$ cat src/hdl/rot_sub_skip_map.vh
// Overview of operation
// - Return-with-immediate pops the program counter, loads the immediate into the accumulator, no flags.
// - Return-from-interrupt with no request pending pops the program counter and sets global interrupt enable, no flags.
// - A pending interrupt at return-from-interrupt is serviced before the main program resumes.
// - Rotate left, bit 7 into bit 0, to memory or accumulator, no flags.
// - Rotate left through carry: old carry to bit 0, bit 7 to carry.
// - Rotate right, bit 0 into bit 7, to memory or accumulator, no flags.
// - Rotate right through carry: old carry to bit 7, bit 0 to carry.
// - Subtract with borrow: acc minus memory minus inverted carry, updates all four flags.
// - Subtraction carry is an inverted borrow: zero when negative, one otherwise.
// - Plain subtract of memory or immediate, to accumulator or memory, updates all four flags.
// - Decrement memory and write back, skip next when zero, no flags.
// - Decrement to accumulator only, memory kept, skip when accumulator zero.
// - Increment memory and write back, skip next when zero, no flags.
// - Increment to accumulator only, memory kept, skip when accumulator zero.
// - Set byte writes FFH to the addressed memory byte, no flags.
// - Set bit forces only the selected memory bit to one, no flags.
// - Skip next instruction when the selected memory bit is nonzero.
// - Every taken skip takes two instruction cycles through an inserted dummy cycle.
`ifndef ROT_SUB_SKIP_MAP_VH
`define ROT_SUB_SKIP_MAP_VH

// ----------------------------------------------------------------------------
// Register byte offsets
// ----------------------------------------------------------------------------
`define OFS_EXEC 5'h00
`define OFS_ACC 5'h04
`define OFS_STATUS 5'h08
`define OFS_PC 5'h0C
`define OFS_MEM_ADDR 5'h10
`define OFS_MEM_DATA 5'h14
`define OFS_STACK_PTR 5'h18
`define OFS_STACK_PUSH 5'h1C

// ----------------------------------------------------------------------------
// Field positions
// ----------------------------------------------------------------------------
`define EXEC_OP_LSB 0
`define EXEC_BIT_LSB 5
`define EXEC_IMM_LSB 8
`define EXEC_ADDR_LSB 16
`define ST_C 0
`define ST_AC 1
`define ST_Z 2
`define ST_OV 3
`define ST_GIE 4
`define ST_BUSY 8
`define ST_SKIP 9

// ----------------------------------------------------------------------------
// Reset values and constants
// ----------------------------------------------------------------------------
`define ACC_RST 8'h00
`define FLAGS_RST 1'b0
`define SET_BYTE_VAL 8'hFF
`define CYCLE_DIV_DEF 8'h04

// ----------------------------------------------------------------------------
// Opcodes
// ----------------------------------------------------------------------------
`define OP_RETURN_LOAD_IMM 5'h00
`define OP_RETURN_FROM_IRQ 5'h01
`define OP_ROTATE_LEFT 5'h02
`define OP_ROTATE_LEFT_TO_ACC 5'h03
`define OP_ROTATE_LEFT_THRU_CARRY 5'h04
`define OP_ROTATE_LEFT_THRU_CARRY_TO_ACC 5'h05
`define OP_ROTATE_RIGHT 5'h06
`define OP_ROTATE_RIGHT_TO_ACC 5'h07
`define OP_ROTATE_RIGHT_THRU_CARRY 5'h08
`define OP_ROTATE_RIGHT_THRU_CARRY_TO_ACC 5'h09
`define OP_SUBTRACT_WITH_BORROW 5'h0A
`define OP_SUBTRACT_WITH_BORROW_TO_MEM 5'h0B
`define OP_SUBTRACT_MEM 5'h0C
`define OP_SUBTRACT_TO_MEM 5'h0D
`define OP_SUBTRACT_IMM 5'h0E
`define OP_DECREMENT_SKIP_ZERO 5'h0F
`define OP_DECREMENT_SKIP_ZERO_TO_ACC 5'h10
`define OP_INCREMENT_SKIP_ZERO 5'h11
`define OP_INCREMENT_SKIP_ZERO_TO_ACC 5'h12
`define OP_SET_BYTE 5'h13
`define OP_SET_BIT 5'h14
`define OP_SKIP_BIT_NONZERO 5'h15

`endif

$ cat src/hdl/rot_sub_alu.v
`timescale 1ns/1ps
`default_nettype none
`include "rot_sub_skip_map.vh"

module rot_sub_alu (
  input wire [4:0] op,
  input wire [7:0] acc,
  input wire [7:0] mem,
  input wire [7:0] imm,
  input wire [2:0] bit_sel,
  input wire carry,
  output reg [7:0] result,
  output reg wr_acc,
  output reg wr_mem,
  output reg c_out,
  output reg upd_c,
  output reg upd_arith,
  output reg skip,
  output wire ac_out,
  output wire z_out,
  output wire ov_out
);

  // --------------------------------------------------------------------------
  // Shared subtractor
  // --------------------------------------------------------------------------
  // One adder of a plus inverted b serves every subtract; carry out is no-borrow.
  reg [7:0] sub_b;
  reg sub_cin;
  wire [8:0] diff;
  wire [4:0] diff_lo;
  wire [7:0] inc_val;
  wire [7:0] dec_val;

  assign diff = {1'b0, acc} + {1'b0, ~sub_b} + {8'h00, sub_cin};
  assign diff_lo = {1'b0, acc[3:0]} + {1'b0, ~sub_b[3:0]} + {4'h0, sub_cin};
  assign ac_out = diff_lo[4];
  assign z_out = (diff[7:0] == 8'h00);
  assign ov_out = (acc[7] ^ sub_b[7]) & (acc[7] ^ diff[7]);
  assign inc_val = mem + 8'h01;
  assign dec_val = mem - 8'h01;

  // --------------------------------------------------------------------------
  // Operation decode
  // --------------------------------------------------------------------------
  always @* begin
    sub_b = mem;
    sub_cin = 1'b1;
    result = 8'h00;
    wr_acc = 1'b0;
    wr_mem = 1'b0;
    c_out = carry;
    upd_c = 1'b0;
    upd_arith = 1'b0;
    skip = 1'b0;
    case (op)
      `OP_RETURN_LOAD_IMM: begin
        result = imm;
        wr_acc = 1'b1;
      end
      `OP_ROTATE_LEFT, `OP_ROTATE_LEFT_TO_ACC: begin
        result = {mem[6:0], mem[7]};
        wr_mem = (op == `OP_ROTATE_LEFT);
        wr_acc = ~wr_mem;
      end
      `OP_ROTATE_LEFT_THRU_CARRY, `OP_ROTATE_LEFT_THRU_CARRY_TO_ACC: begin
        result = {mem[6:0], carry};
        c_out = mem[7];
        upd_c = 1'b1;
        wr_mem = (op == `OP_ROTATE_LEFT_THRU_CARRY);
        wr_acc = ~wr_mem;
      end
      `OP_ROTATE_RIGHT, `OP_ROTATE_RIGHT_TO_ACC: begin
        result = {mem[0], mem[7:1]};
        wr_mem = (op == `OP_ROTATE_RIGHT);
        wr_acc = ~wr_mem;
      end
      `OP_ROTATE_RIGHT_THRU_CARRY, `OP_ROTATE_RIGHT_THRU_CARRY_TO_ACC: begin
        result = {carry, mem[7:1]};
        c_out = mem[0];
        upd_c = 1'b1;
        wr_mem = (op == `OP_ROTATE_RIGHT_THRU_CARRY);
        wr_acc = ~wr_mem;
      end
      `OP_SUBTRACT_WITH_BORROW, `OP_SUBTRACT_WITH_BORROW_TO_MEM: begin
        sub_cin = carry;
        result = diff[7:0];
        c_out = diff[8];
        upd_c = 1'b1;
        upd_arith = 1'b1;
        wr_mem = (op == `OP_SUBTRACT_WITH_BORROW_TO_MEM);
        wr_acc = ~wr_mem;
      end
      `OP_SUBTRACT_MEM, `OP_SUBTRACT_TO_MEM, `OP_SUBTRACT_IMM: begin
        if (op == `OP_SUBTRACT_IMM) begin
          sub_b = imm;
        end
        result = diff[7:0];
        c_out = diff[8];
        upd_c = 1'b1;
        upd_arith = 1'b1;
        wr_mem = (op == `OP_SUBTRACT_TO_MEM);
        wr_acc = ~wr_mem;
      end
      `OP_DECREMENT_SKIP_ZERO, `OP_DECREMENT_SKIP_ZERO_TO_ACC: begin
        result = dec_val;
        skip = (dec_val == 8'h00);
        wr_mem = (op == `OP_DECREMENT_SKIP_ZERO);
        wr_acc = ~wr_mem;
      end
      `OP_INCREMENT_SKIP_ZERO, `OP_INCREMENT_SKIP_ZERO_TO_ACC: begin
        result = inc_val;
        skip = (inc_val == 8'h00);
        wr_mem = (op == `OP_INCREMENT_SKIP_ZERO);
        wr_acc = ~wr_mem;
      end
      `OP_SET_BYTE: begin
        result = `SET_BYTE_VAL;
        wr_mem = 1'b1;
      end
      `OP_SET_BIT: begin
        result = mem | (8'h01 << bit_sel);
        wr_mem = 1'b1;
      end
      `OP_SKIP_BIT_NONZERO: begin
        skip = mem[bit_sel];
      end
      default: begin
        result = 8'h00;
      end
    endcase
  end

endmodule

`default_nettype wire

$ cat src/hdl/rot_sub_skip_core.v
// Implementation choices: the address map and the Avalon-MM interface to the registers.
`timescale 1ns/1ps
`default_nettype none
`include "rot_sub_skip_map.vh"

module rot_sub_skip_core #(
  parameter PC_W = 11,
  parameter MA_W = 6,
  parameter SP_W = 3,
  parameter [PC_W-1:0] IRQ_VECTOR = 11'h004,
  parameter [7:0] CYCLE_DIV = `CYCLE_DIV_DEF
) (
  input wire clk,
  input wire rst_n,
  input wire [4:0] avs_address,
  input wire avs_read,
  input wire avs_write,
  input wire [31:0] avs_writedata,
  output reg [31:0] avs_readdata,
  output wire avs_waitrequest,
  input wire irq_request,
  output reg irq_ack,
  output wire global_irq_enable
);

  // --------------------------------------------------------------------------
  // States and storage
  // --------------------------------------------------------------------------
  localparam [1:0] ST_IDLE = 2'b00;
  localparam [1:0] ST_EXEC = 2'b01;
  localparam [1:0] ST_DUMMY = 2'b10;
  localparam MEM_DEPTH = 1 << MA_W;
  localparam STACK_DEPTH = 1 << SP_W;

  reg [1:0] state_reg;
  reg [31:0] exec_reg;
  reg [7:0] acc_reg;
  reg carry_flag_reg;
  reg aux_carry_flag_reg;
  reg zero_flag_reg;
  reg overflow_flag_reg;
  reg gie_reg;
  reg skip_last_reg;
  reg [PC_W-1:0] pc_reg;
  reg [MA_W-1:0] mem_addr_reg;
  reg [SP_W-1:0] sp_reg;
  reg rd_done_reg;
  reg [7:0] div_cnt_reg;
  reg cyc_en_reg;
  reg irq_meta_reg;
  reg irq_sync_reg;
  reg [7:0] data_mem [0:MEM_DEPTH-1];
  reg [PC_W-1:0] stack_mem [0:STACK_DEPTH-1];

  // --------------------------------------------------------------------------
  // Instruction fields and datapath
  // --------------------------------------------------------------------------
  wire [4:0] op;
  wire [2:0] bit_sel;
  wire [7:0] imm;
  wire [MA_W-1:0] op_addr;
  wire [7:0] mem_rd;
  wire [7:0] alu_result;
  wire alu_wr_acc;
  wire alu_wr_mem;
  wire alu_c;
  wire alu_upd_c;
  wire alu_upd_arith;
  wire alu_skip;
  wire alu_ac;
  wire alu_z;
  wire alu_ov;
  wire is_return;
  wire [SP_W-1:0] sp_pop;
  wire [PC_W-1:0] pc_top;
  wire busy;
  wire step;
  wire bus_wr;
  wire bus_rd;

  assign op = exec_reg[`EXEC_OP_LSB +: 5];
  assign bit_sel = exec_reg[`EXEC_BIT_LSB +: 3];
  assign imm = exec_reg[`EXEC_IMM_LSB +: 8];
  assign op_addr = exec_reg[`EXEC_ADDR_LSB +: MA_W];
  assign mem_rd = data_mem[op_addr];
  assign is_return = (op == `OP_RETURN_LOAD_IMM) || (op == `OP_RETURN_FROM_IRQ);
  assign sp_pop = sp_reg - {{(SP_W-1){1'b0}}, 1'b1};
  assign pc_top = stack_mem[sp_pop];
  assign busy = (state_reg != ST_IDLE);
  assign step = cyc_en_reg && (state_reg == ST_EXEC);
  assign global_irq_enable = gie_reg;

  rot_sub_alu u_alu (
    .op(op),
    .acc(acc_reg),
    .mem(mem_rd),
    .imm(imm),
    .bit_sel(bit_sel),
    .carry(carry_flag_reg),
    .result(alu_result),
    .wr_acc(alu_wr_acc),
    .wr_mem(alu_wr_mem),
    .c_out(alu_c),
    .upd_c(alu_upd_c),
    .upd_arith(alu_upd_arith),
    .skip(alu_skip),
    .ac_out(alu_ac),
    .z_out(alu_z),
    .ov_out(alu_ov)
  );

  // --------------------------------------------------------------------------
  // Bus handshake
  // --------------------------------------------------------------------------
  // Writes stall while an instruction runs, so bus and datapath never share a
  // register update. Reads take two cycles so that read data come from a flop.
  assign avs_waitrequest = avs_write ? busy : (avs_read & ~rd_done_reg);
  assign bus_wr = avs_write & ~busy;
  assign bus_rd = avs_read & ~avs_write & ~rd_done_reg;

  always @(posedge clk or negedge rst_n) begin
    if (!rst_n) begin
      rd_done_reg <= 1'b0;
      avs_readdata <= 32'h00000000;
    end else begin
      rd_done_reg <= bus_rd;
      if (bus_rd) begin
        if (avs_address == `OFS_EXEC) begin
          avs_readdata <= exec_reg;
        end else if (avs_address == `OFS_ACC) begin
          avs_readdata <= {24'h000000, acc_reg};
        end else if (avs_address == `OFS_STATUS) begin
          avs_readdata <= {22'h0, skip_last_reg, busy, 3'h0, gie_reg, overflow_flag_reg,
                           zero_flag_reg, aux_carry_flag_reg, carry_flag_reg};
        end else if (avs_address == `OFS_PC) begin
          avs_readdata <= {{(32-PC_W){1'b0}}, pc_reg};
        end else if (avs_address == `OFS_MEM_ADDR) begin
          avs_readdata <= {{(32-MA_W){1'b0}}, mem_addr_reg};
        end else if (avs_address == `OFS_MEM_DATA) begin
          avs_readdata <= {24'h000000, data_mem[mem_addr_reg]};
        end else if (avs_address == `OFS_STACK_PTR) begin
          avs_readdata <= {{(32-SP_W){1'b0}}, sp_reg};
        end else begin
          avs_readdata <= 32'h00000000;
        end
      end
    end
  end

  // --------------------------------------------------------------------------
  // Instruction cycle divider and interrupt request synchroniser
  // --------------------------------------------------------------------------
  always @(posedge clk or negedge rst_n) begin
    if (!rst_n) begin
      div_cnt_reg <= 8'h00;
      cyc_en_reg <= 1'b0;
      irq_meta_reg <= 1'b0;
      irq_sync_reg <= 1'b0;
    end else begin
      irq_meta_reg <= irq_request;
      irq_sync_reg <= irq_meta_reg;
      if (div_cnt_reg >= CYCLE_DIV - 8'h01) begin
        div_cnt_reg <= 8'h00;
        cyc_en_reg <= 1'b1;
      end else begin
        div_cnt_reg <= div_cnt_reg + 8'h01;
        cyc_en_reg <= 1'b0;
      end
    end
  end

  // --------------------------------------------------------------------------
  // Data memory and stack
  // --------------------------------------------------------------------------
  // Arrays hold no reset; software loads them before use.
  always @(posedge clk) begin
    if (step && alu_wr_mem) begin
      data_mem[op_addr] <= alu_result;
    end else if (bus_wr && avs_address == `OFS_MEM_DATA) begin
      data_mem[mem_addr_reg] <= avs_writedata[7:0];
    end
    if (bus_wr && avs_address == `OFS_STACK_PUSH) begin
      stack_mem[sp_reg] <= avs_writedata[PC_W-1:0];
    end
  end

  // --------------------------------------------------------------------------
  // Execution sequencer
  // --------------------------------------------------------------------------
  always @(posedge clk or negedge rst_n) begin
    if (!rst_n) begin
      state_reg <= ST_IDLE;
      exec_reg <= 32'h00000000;
      acc_reg <= `ACC_RST;
      carry_flag_reg <= `FLAGS_RST;
      aux_carry_flag_reg <= `FLAGS_RST;
      zero_flag_reg <= `FLAGS_RST;
      overflow_flag_reg <= `FLAGS_RST;
      gie_reg <= `FLAGS_RST;
      skip_last_reg <= 1'b0;
      pc_reg <= {PC_W{1'b0}};
      mem_addr_reg <= {MA_W{1'b0}};
      sp_reg <= {SP_W{1'b0}};
      irq_ack <= 1'b0;
    end else begin
      irq_ack <= 1'b0;
      case (state_reg)
        ST_IDLE: begin
          if (bus_wr) begin
            if (avs_address == `OFS_EXEC) begin
              exec_reg <= avs_writedata;
              state_reg <= ST_EXEC;
            end else if (avs_address == `OFS_ACC) begin
              acc_reg <= avs_writedata[7:0];
            end else if (avs_address == `OFS_STATUS) begin
              carry_flag_reg <= avs_writedata[`ST_C];
              aux_carry_flag_reg <= avs_writedata[`ST_AC];
              zero_flag_reg <= avs_writedata[`ST_Z];
              overflow_flag_reg <= avs_writedata[`ST_OV];
              gie_reg <= avs_writedata[`ST_GIE];
            end else if (avs_address == `OFS_PC) begin
              pc_reg <= avs_writedata[PC_W-1:0];
            end else if (avs_address == `OFS_MEM_ADDR) begin
              mem_addr_reg <= avs_writedata[MA_W-1:0];
            end else if (avs_address == `OFS_STACK_PUSH) begin
              sp_reg <= sp_reg + {{(SP_W-1){1'b0}}, 1'b1};
            end
          end
        end
        ST_EXEC: begin
          if (cyc_en_reg) begin
            if (alu_wr_acc) begin
              acc_reg <= alu_result;
            end
            if (alu_upd_c) begin
              carry_flag_reg <= alu_c;
            end
            if (alu_upd_arith) begin
              aux_carry_flag_reg <= alu_ac;
              zero_flag_reg <= alu_z;
              overflow_flag_reg <= alu_ov;
            end
            skip_last_reg <= alu_skip;
            if (op == `OP_RETURN_FROM_IRQ && irq_sync_reg) begin
              // The return address stays on the stack, so the routine's own
              // return later resumes the interrupted main program.
              pc_reg <= IRQ_VECTOR;
              gie_reg <= 1'b0;
              irq_ack <= 1'b1;
            end else if (is_return) begin
              pc_reg <= pc_top;
              sp_reg <= sp_pop;
              if (op == `OP_RETURN_FROM_IRQ) begin
                gie_reg <= 1'b1;
              end
            end else if (alu_skip) begin
              pc_reg <= pc_reg + {{(PC_W-2){1'b0}}, 2'b10};
            end else begin
              pc_reg <= pc_reg + {{(PC_W-1){1'b0}}, 1'b1};
            end
            if (alu_skip) begin
              state_reg <= ST_DUMMY;
            end else begin
              state_reg <= ST_IDLE;
            end
          end
        end
        ST_DUMMY: begin
          if (cyc_en_reg) begin
            state_reg <= ST_IDLE;
          end
        end
        default: begin
          state_reg <= ST_IDLE;
        end
      endcase
    end
  end

endmodule

`default_nettype wire

$ cat config.mk
export PLATFORM = sky130hd
export DESIGN_NAME = rot_sub_skip_core
export DESIGN_NICKNAME = d
export VERILOG_FILES = /design/src/hdl/rot_sub_alu.v /design/src/hdl/rot_sub_skip_core.v
export VERILOG_INCLUDE_DIRS = /design/src /design/src/hdl
export SDC_FILE = /design/constraint.sdc
export NUM_CORES = 1
export LEC_CHECK = 0
export BUFFER_PORTS_ARGS = -buffer_cell sky130_fd_sc_hd__buf_4
export CAP_MARGIN = 30
export CORE_MARGIN = 2
export CORE_UTILIZATION = 46
export CTS_CLUSTER_DIAMETER = 200
export CTS_CLUSTER_SIZE = 28
export DETAILED_ROUTE_END_ITERATION = 10
export GPL_TIMING_DRIVEN = 0
export PLACE_DENSITY_LB_ADDON = 0.08
export SYNTH_ARGS = -nofsm -noshare
export SYNTH_HDL_FRONTEND = slang
export SYNTH_SLANG_ARGS = --single-unit
$ cat constraint.sdc
create_clock -name clk -period 9.22 [get_ports clk]
set_input_delay 0.922 -clock clk [delete_from_list [all_inputs] [get_ports clk]]
set_output_delay 0.922 -clock clk [all_outputs]
set_load 0.1 [all_outputs]
==> out/metrics.csv <==
stage,metric,value,unit
outcome,status,completed,
routing,viasPerCell,6.92,
placement,place.gp.congestion,0.978,
sta,setup_viol,0,
worst_setup_path,critPathLaunchType,flop,
die,dieArea,76900,µm²
sta,finalHoldViolCount,0,
final_layout,diodes,0,
worst_setup_path,cp_max_fo,33,
clock_network,postCtsHoldBufs,0,
global_routing,antenna_found_initial,3,
yosys,ys.warnings.count,0,
yosys,ys_ff_latch,713,
global_routing,met1_usage,0.438,
die,die_h,277,µm
final_layout,final-seq-area,20800,µm²
sta,rsz0062_at_grt,no,
worst_setup_path,reg2reg_slack,1.34,ns
global_routing,grt_pass1_vias,22000,
routing,drt_iter0_markers,3595,
final_layout,fin_nets,2370,
sta,period_share,0.855,
sta,drv_slew,0,
power_and_ir_drop,powerDensity,248,nW/µm²
final_layout,largest_reg_flops,512,
clock_network,cts_num_sinks,713,
yosys,synth_ff_type,edfxtp_1,
yosys,synthCells,2107,
die,num_io_pins,77,
worst_setup_path,r2r_cells,22,
clock_network,path_clk_slew,0.13,ns
die,die_w,277,µm
worst_setup_path,r2r_start,exec_reg[18],
global_routing,grt_max_degree,89,
yosys,netlist_area,34400,µm²
routing,vias,22700,
clock_network,cts_root_buf,clkbuf_16,
clock_network,cts_buffer_depth,3,
global_routing,grt-busiest-layer,met2,
sta,setup_ws,1.34,ns
final_layout,reg.largest.list,"data_mem x512, stack_mem x88",
global_routing,grt_usage,0.321,
global_routing,met3_usage,0.0473,
power_and_ir_drop,peakVddDrop,0.203,mV
power_and_ir_drop,p_total,0.00949,W
worst_setup_path,cp-end-kind,flop,
routing,wire_per_inst,37.7,µm
final_layout,largest-register,data_mem,
routing,drc,0,
yosys,seq_area_frac_synth,0.606,
hold_path,hp-class,primary input to asynchronous set/reset pin,
clock_network,insertion_delay,0.69,ns
worst_setup_path,required,9.63,ns
sta,final.setup_skew,0.0361,ns
yosys,synth_cell_types,76,
routing,drt-total-wl,124,mm
sta,max_slew_margin,0.282,
sta,timing.fmax,127,MHz
final_layout,layout-drive-gt1-share,0.270,
yosys,avgSynthCellArea,16.3,µm²
global_routing,use_met2,0.513,
die,start_util,0.463,
global_routing,grt_pass1_wl,173,mm
clock_network,cts_tree,yes,
clock_network,cts_setup_buffers,0,
power_and_ir_drop,leakage,12.4,nW
final_layout,area_growth,11.4,%
global_routing,grt-ovfl-total,0,
clock_network,htree_levels,1,
final_layout,num-fill-cells,6120,
sta,worst_slew_pin_slew,1.08,ns
die,core,74200,µm²
clock_network,ctsResizeCount,0,
job,cap_violations,0,
placement,io_buffers,76,
final_layout,multi_input_area,12900,µm²
routing,drt_first_pass_iters,7,
yosys,async_reset_ff_frac,0.158,
placement,dp_hpwl,92.0,mm
worst_setup_path,cp.arrival,8.29,ns
routing,antenna_left,0,
yosys,synth-edff-count,600,
die,rows,100,
placement,dp_slack,1.56,ns
worst_setup_path,r2r_end,data_mem[52][7],
sta,finalCriticalPeriod,7.88,ns
clock_network,cts_buffers,29,
worst_setup_path,crit_type,flop to flop,
through the flow:
step	area [µm²]	hold slack [ns]	TNS [ns]	std cells	utilization
final	38300	0.104	0	3288	0.516
after global placement	36200	0.345	-488.22	3157	0.488
after floorplan	34400	0.331	0	2112	-
after CTS	38300	0.0874	0	3287	0.516
after detailed placement	37500	0.351	0	3247	0.505
after global routing	38300	0.0998	0	3288	0.516
critical path, stage by stage (launching register included):
cell and delay [ns]:
dfrtp_1 0.66, buf_2 0.55, buf_2 0.60, clkbuf_1 0.79, nor2_1 0.11, o221ai_1 0.26
nand3_1 0.24, and2_1 0.26, clkbuf_1 0.19, inv_1 0.35, mux2i_1 0.19, ha_1 0.32
a21o_1 0.15, a21oi_1 0.23, o21bai_1 0.11, a21oi_1 0.24, o21bai_1 0.10, a21oi_1 0.38
xnor2_1 0.15, a221o_1 0.35, a221oi_1 0.64, a21oi_4 0.39, buf_12 0.29
layer usage:
layer | wire [µm] | vias up | part of all wire
li1 | - | 8981 | -
met5 | 16 | - | 0.00013
met2 | 58100 | 1409 | 0.47
met3 | 11000 | 298 | 0.088
met1 | 47200 | 12000 | 0.38
met4 | 7540 | 2 | 0.061
power breakdown:
group          internal (W)  switching (W)  leakage, nW  total [W]
Combinational       0.00127        0.00241         5.10    0.00369
Sequential          0.00409      0.0000912         6.87    0.00419
Clock              0.000590        0.00103        0.385    0.00162
Total               0.00596        0.00353         12.4    0.00949
worst max-delay path by stage:
stage | to | cells past startpoint | slack, ns | from
global placement | data_mem[48][6] | 22 | -1.76 | exec_reg[18]
global route | data_mem[55][7] | 22 | 1.18 | exec_reg[18]
finish | data_mem[52][7] | 22 | 1.34 | exec_reg[18]
floorplan | data_mem[0][7] | 22 | 2.85 | exec_reg[16]
detailed placement | data_mem[55][7] | 22 | 1.56 | exec_reg[18]
CTS | data_mem[47][7] | 22 | 1.53 | exec_reg[18]
synthesized netlist by cell type (17+ instances only):
master / instances / area (µm²)
a211oi_1: 23 / 173
a21oi_1: 73 / 365
a22oi_1: 33 / 248
and2_1: 17 / 106
buf_1: 28 / 105
clkbuf_1: 92 / 345
dfrtp_1: 113 / 2830
edfxtp_1: 600 / 18000
mux2_2: 51 / 574
mux2i_1: 40 / 400
mux4_2: 316 / 7120
nand2_1: 157 / 589
nand2b_1: 17 / 106
nor2_1: 140 / 526
nor2b_1: 21 / 131
nor3_1: 25 / 125
o21ai_0: 73 / 365
kinds of logic (layout without fill, tap and decap cells):
| family | after synthesis | after routing | synth area share |
|---|---|---|---|
| adders and majority gates | 18 | 18 | 0.00699 |
| other | 1 | 6 | 0.000109 |
| and+or+nand+nor | 448 | 448 | 0.0602 |
| muxes | 408 | 408 | 0.236 |
| DFF | 713 | 713 | 0.606 |
| buffers and inverters | 169 | 376 | 0.0217 |
| xor gates and xnor gates | 18 | 18 | 0.00459 |
| AOI/OAI and AO/OA | 332 | 332 | 0.0643 |
final cells by class:
cell class,count,area share
clock buffer,38,0.0198
multi-input combinational,1230,0.337
timing repair buffer,167,0.0467
sequential,713,0.544
clock inverter,2,0.000947
tap,969,0.0317
inverter,19,0.00186
buffer,150,0.0178
placed cells by master, fill, tap and decap left out, types with 40 or more instances in the layout:
cell / netlist / layout
a21oi_1: 73 / 68
buf_4: 7 / 89
buf_6: 9 / 50
clkbuf_1: 92 / 99
dfrtp_1: 113 / 113
edfxtp_1: 600 / 600
mux2_2: 51 / 51
mux2i_1: 40 / 40
mux4_2: 316 / 316
nand2_1: 157 / 157
nor2_1: 140 / 137
o21ai_0: 73 / 73
No activity file was read; power rests on OpenSTA's default activity.
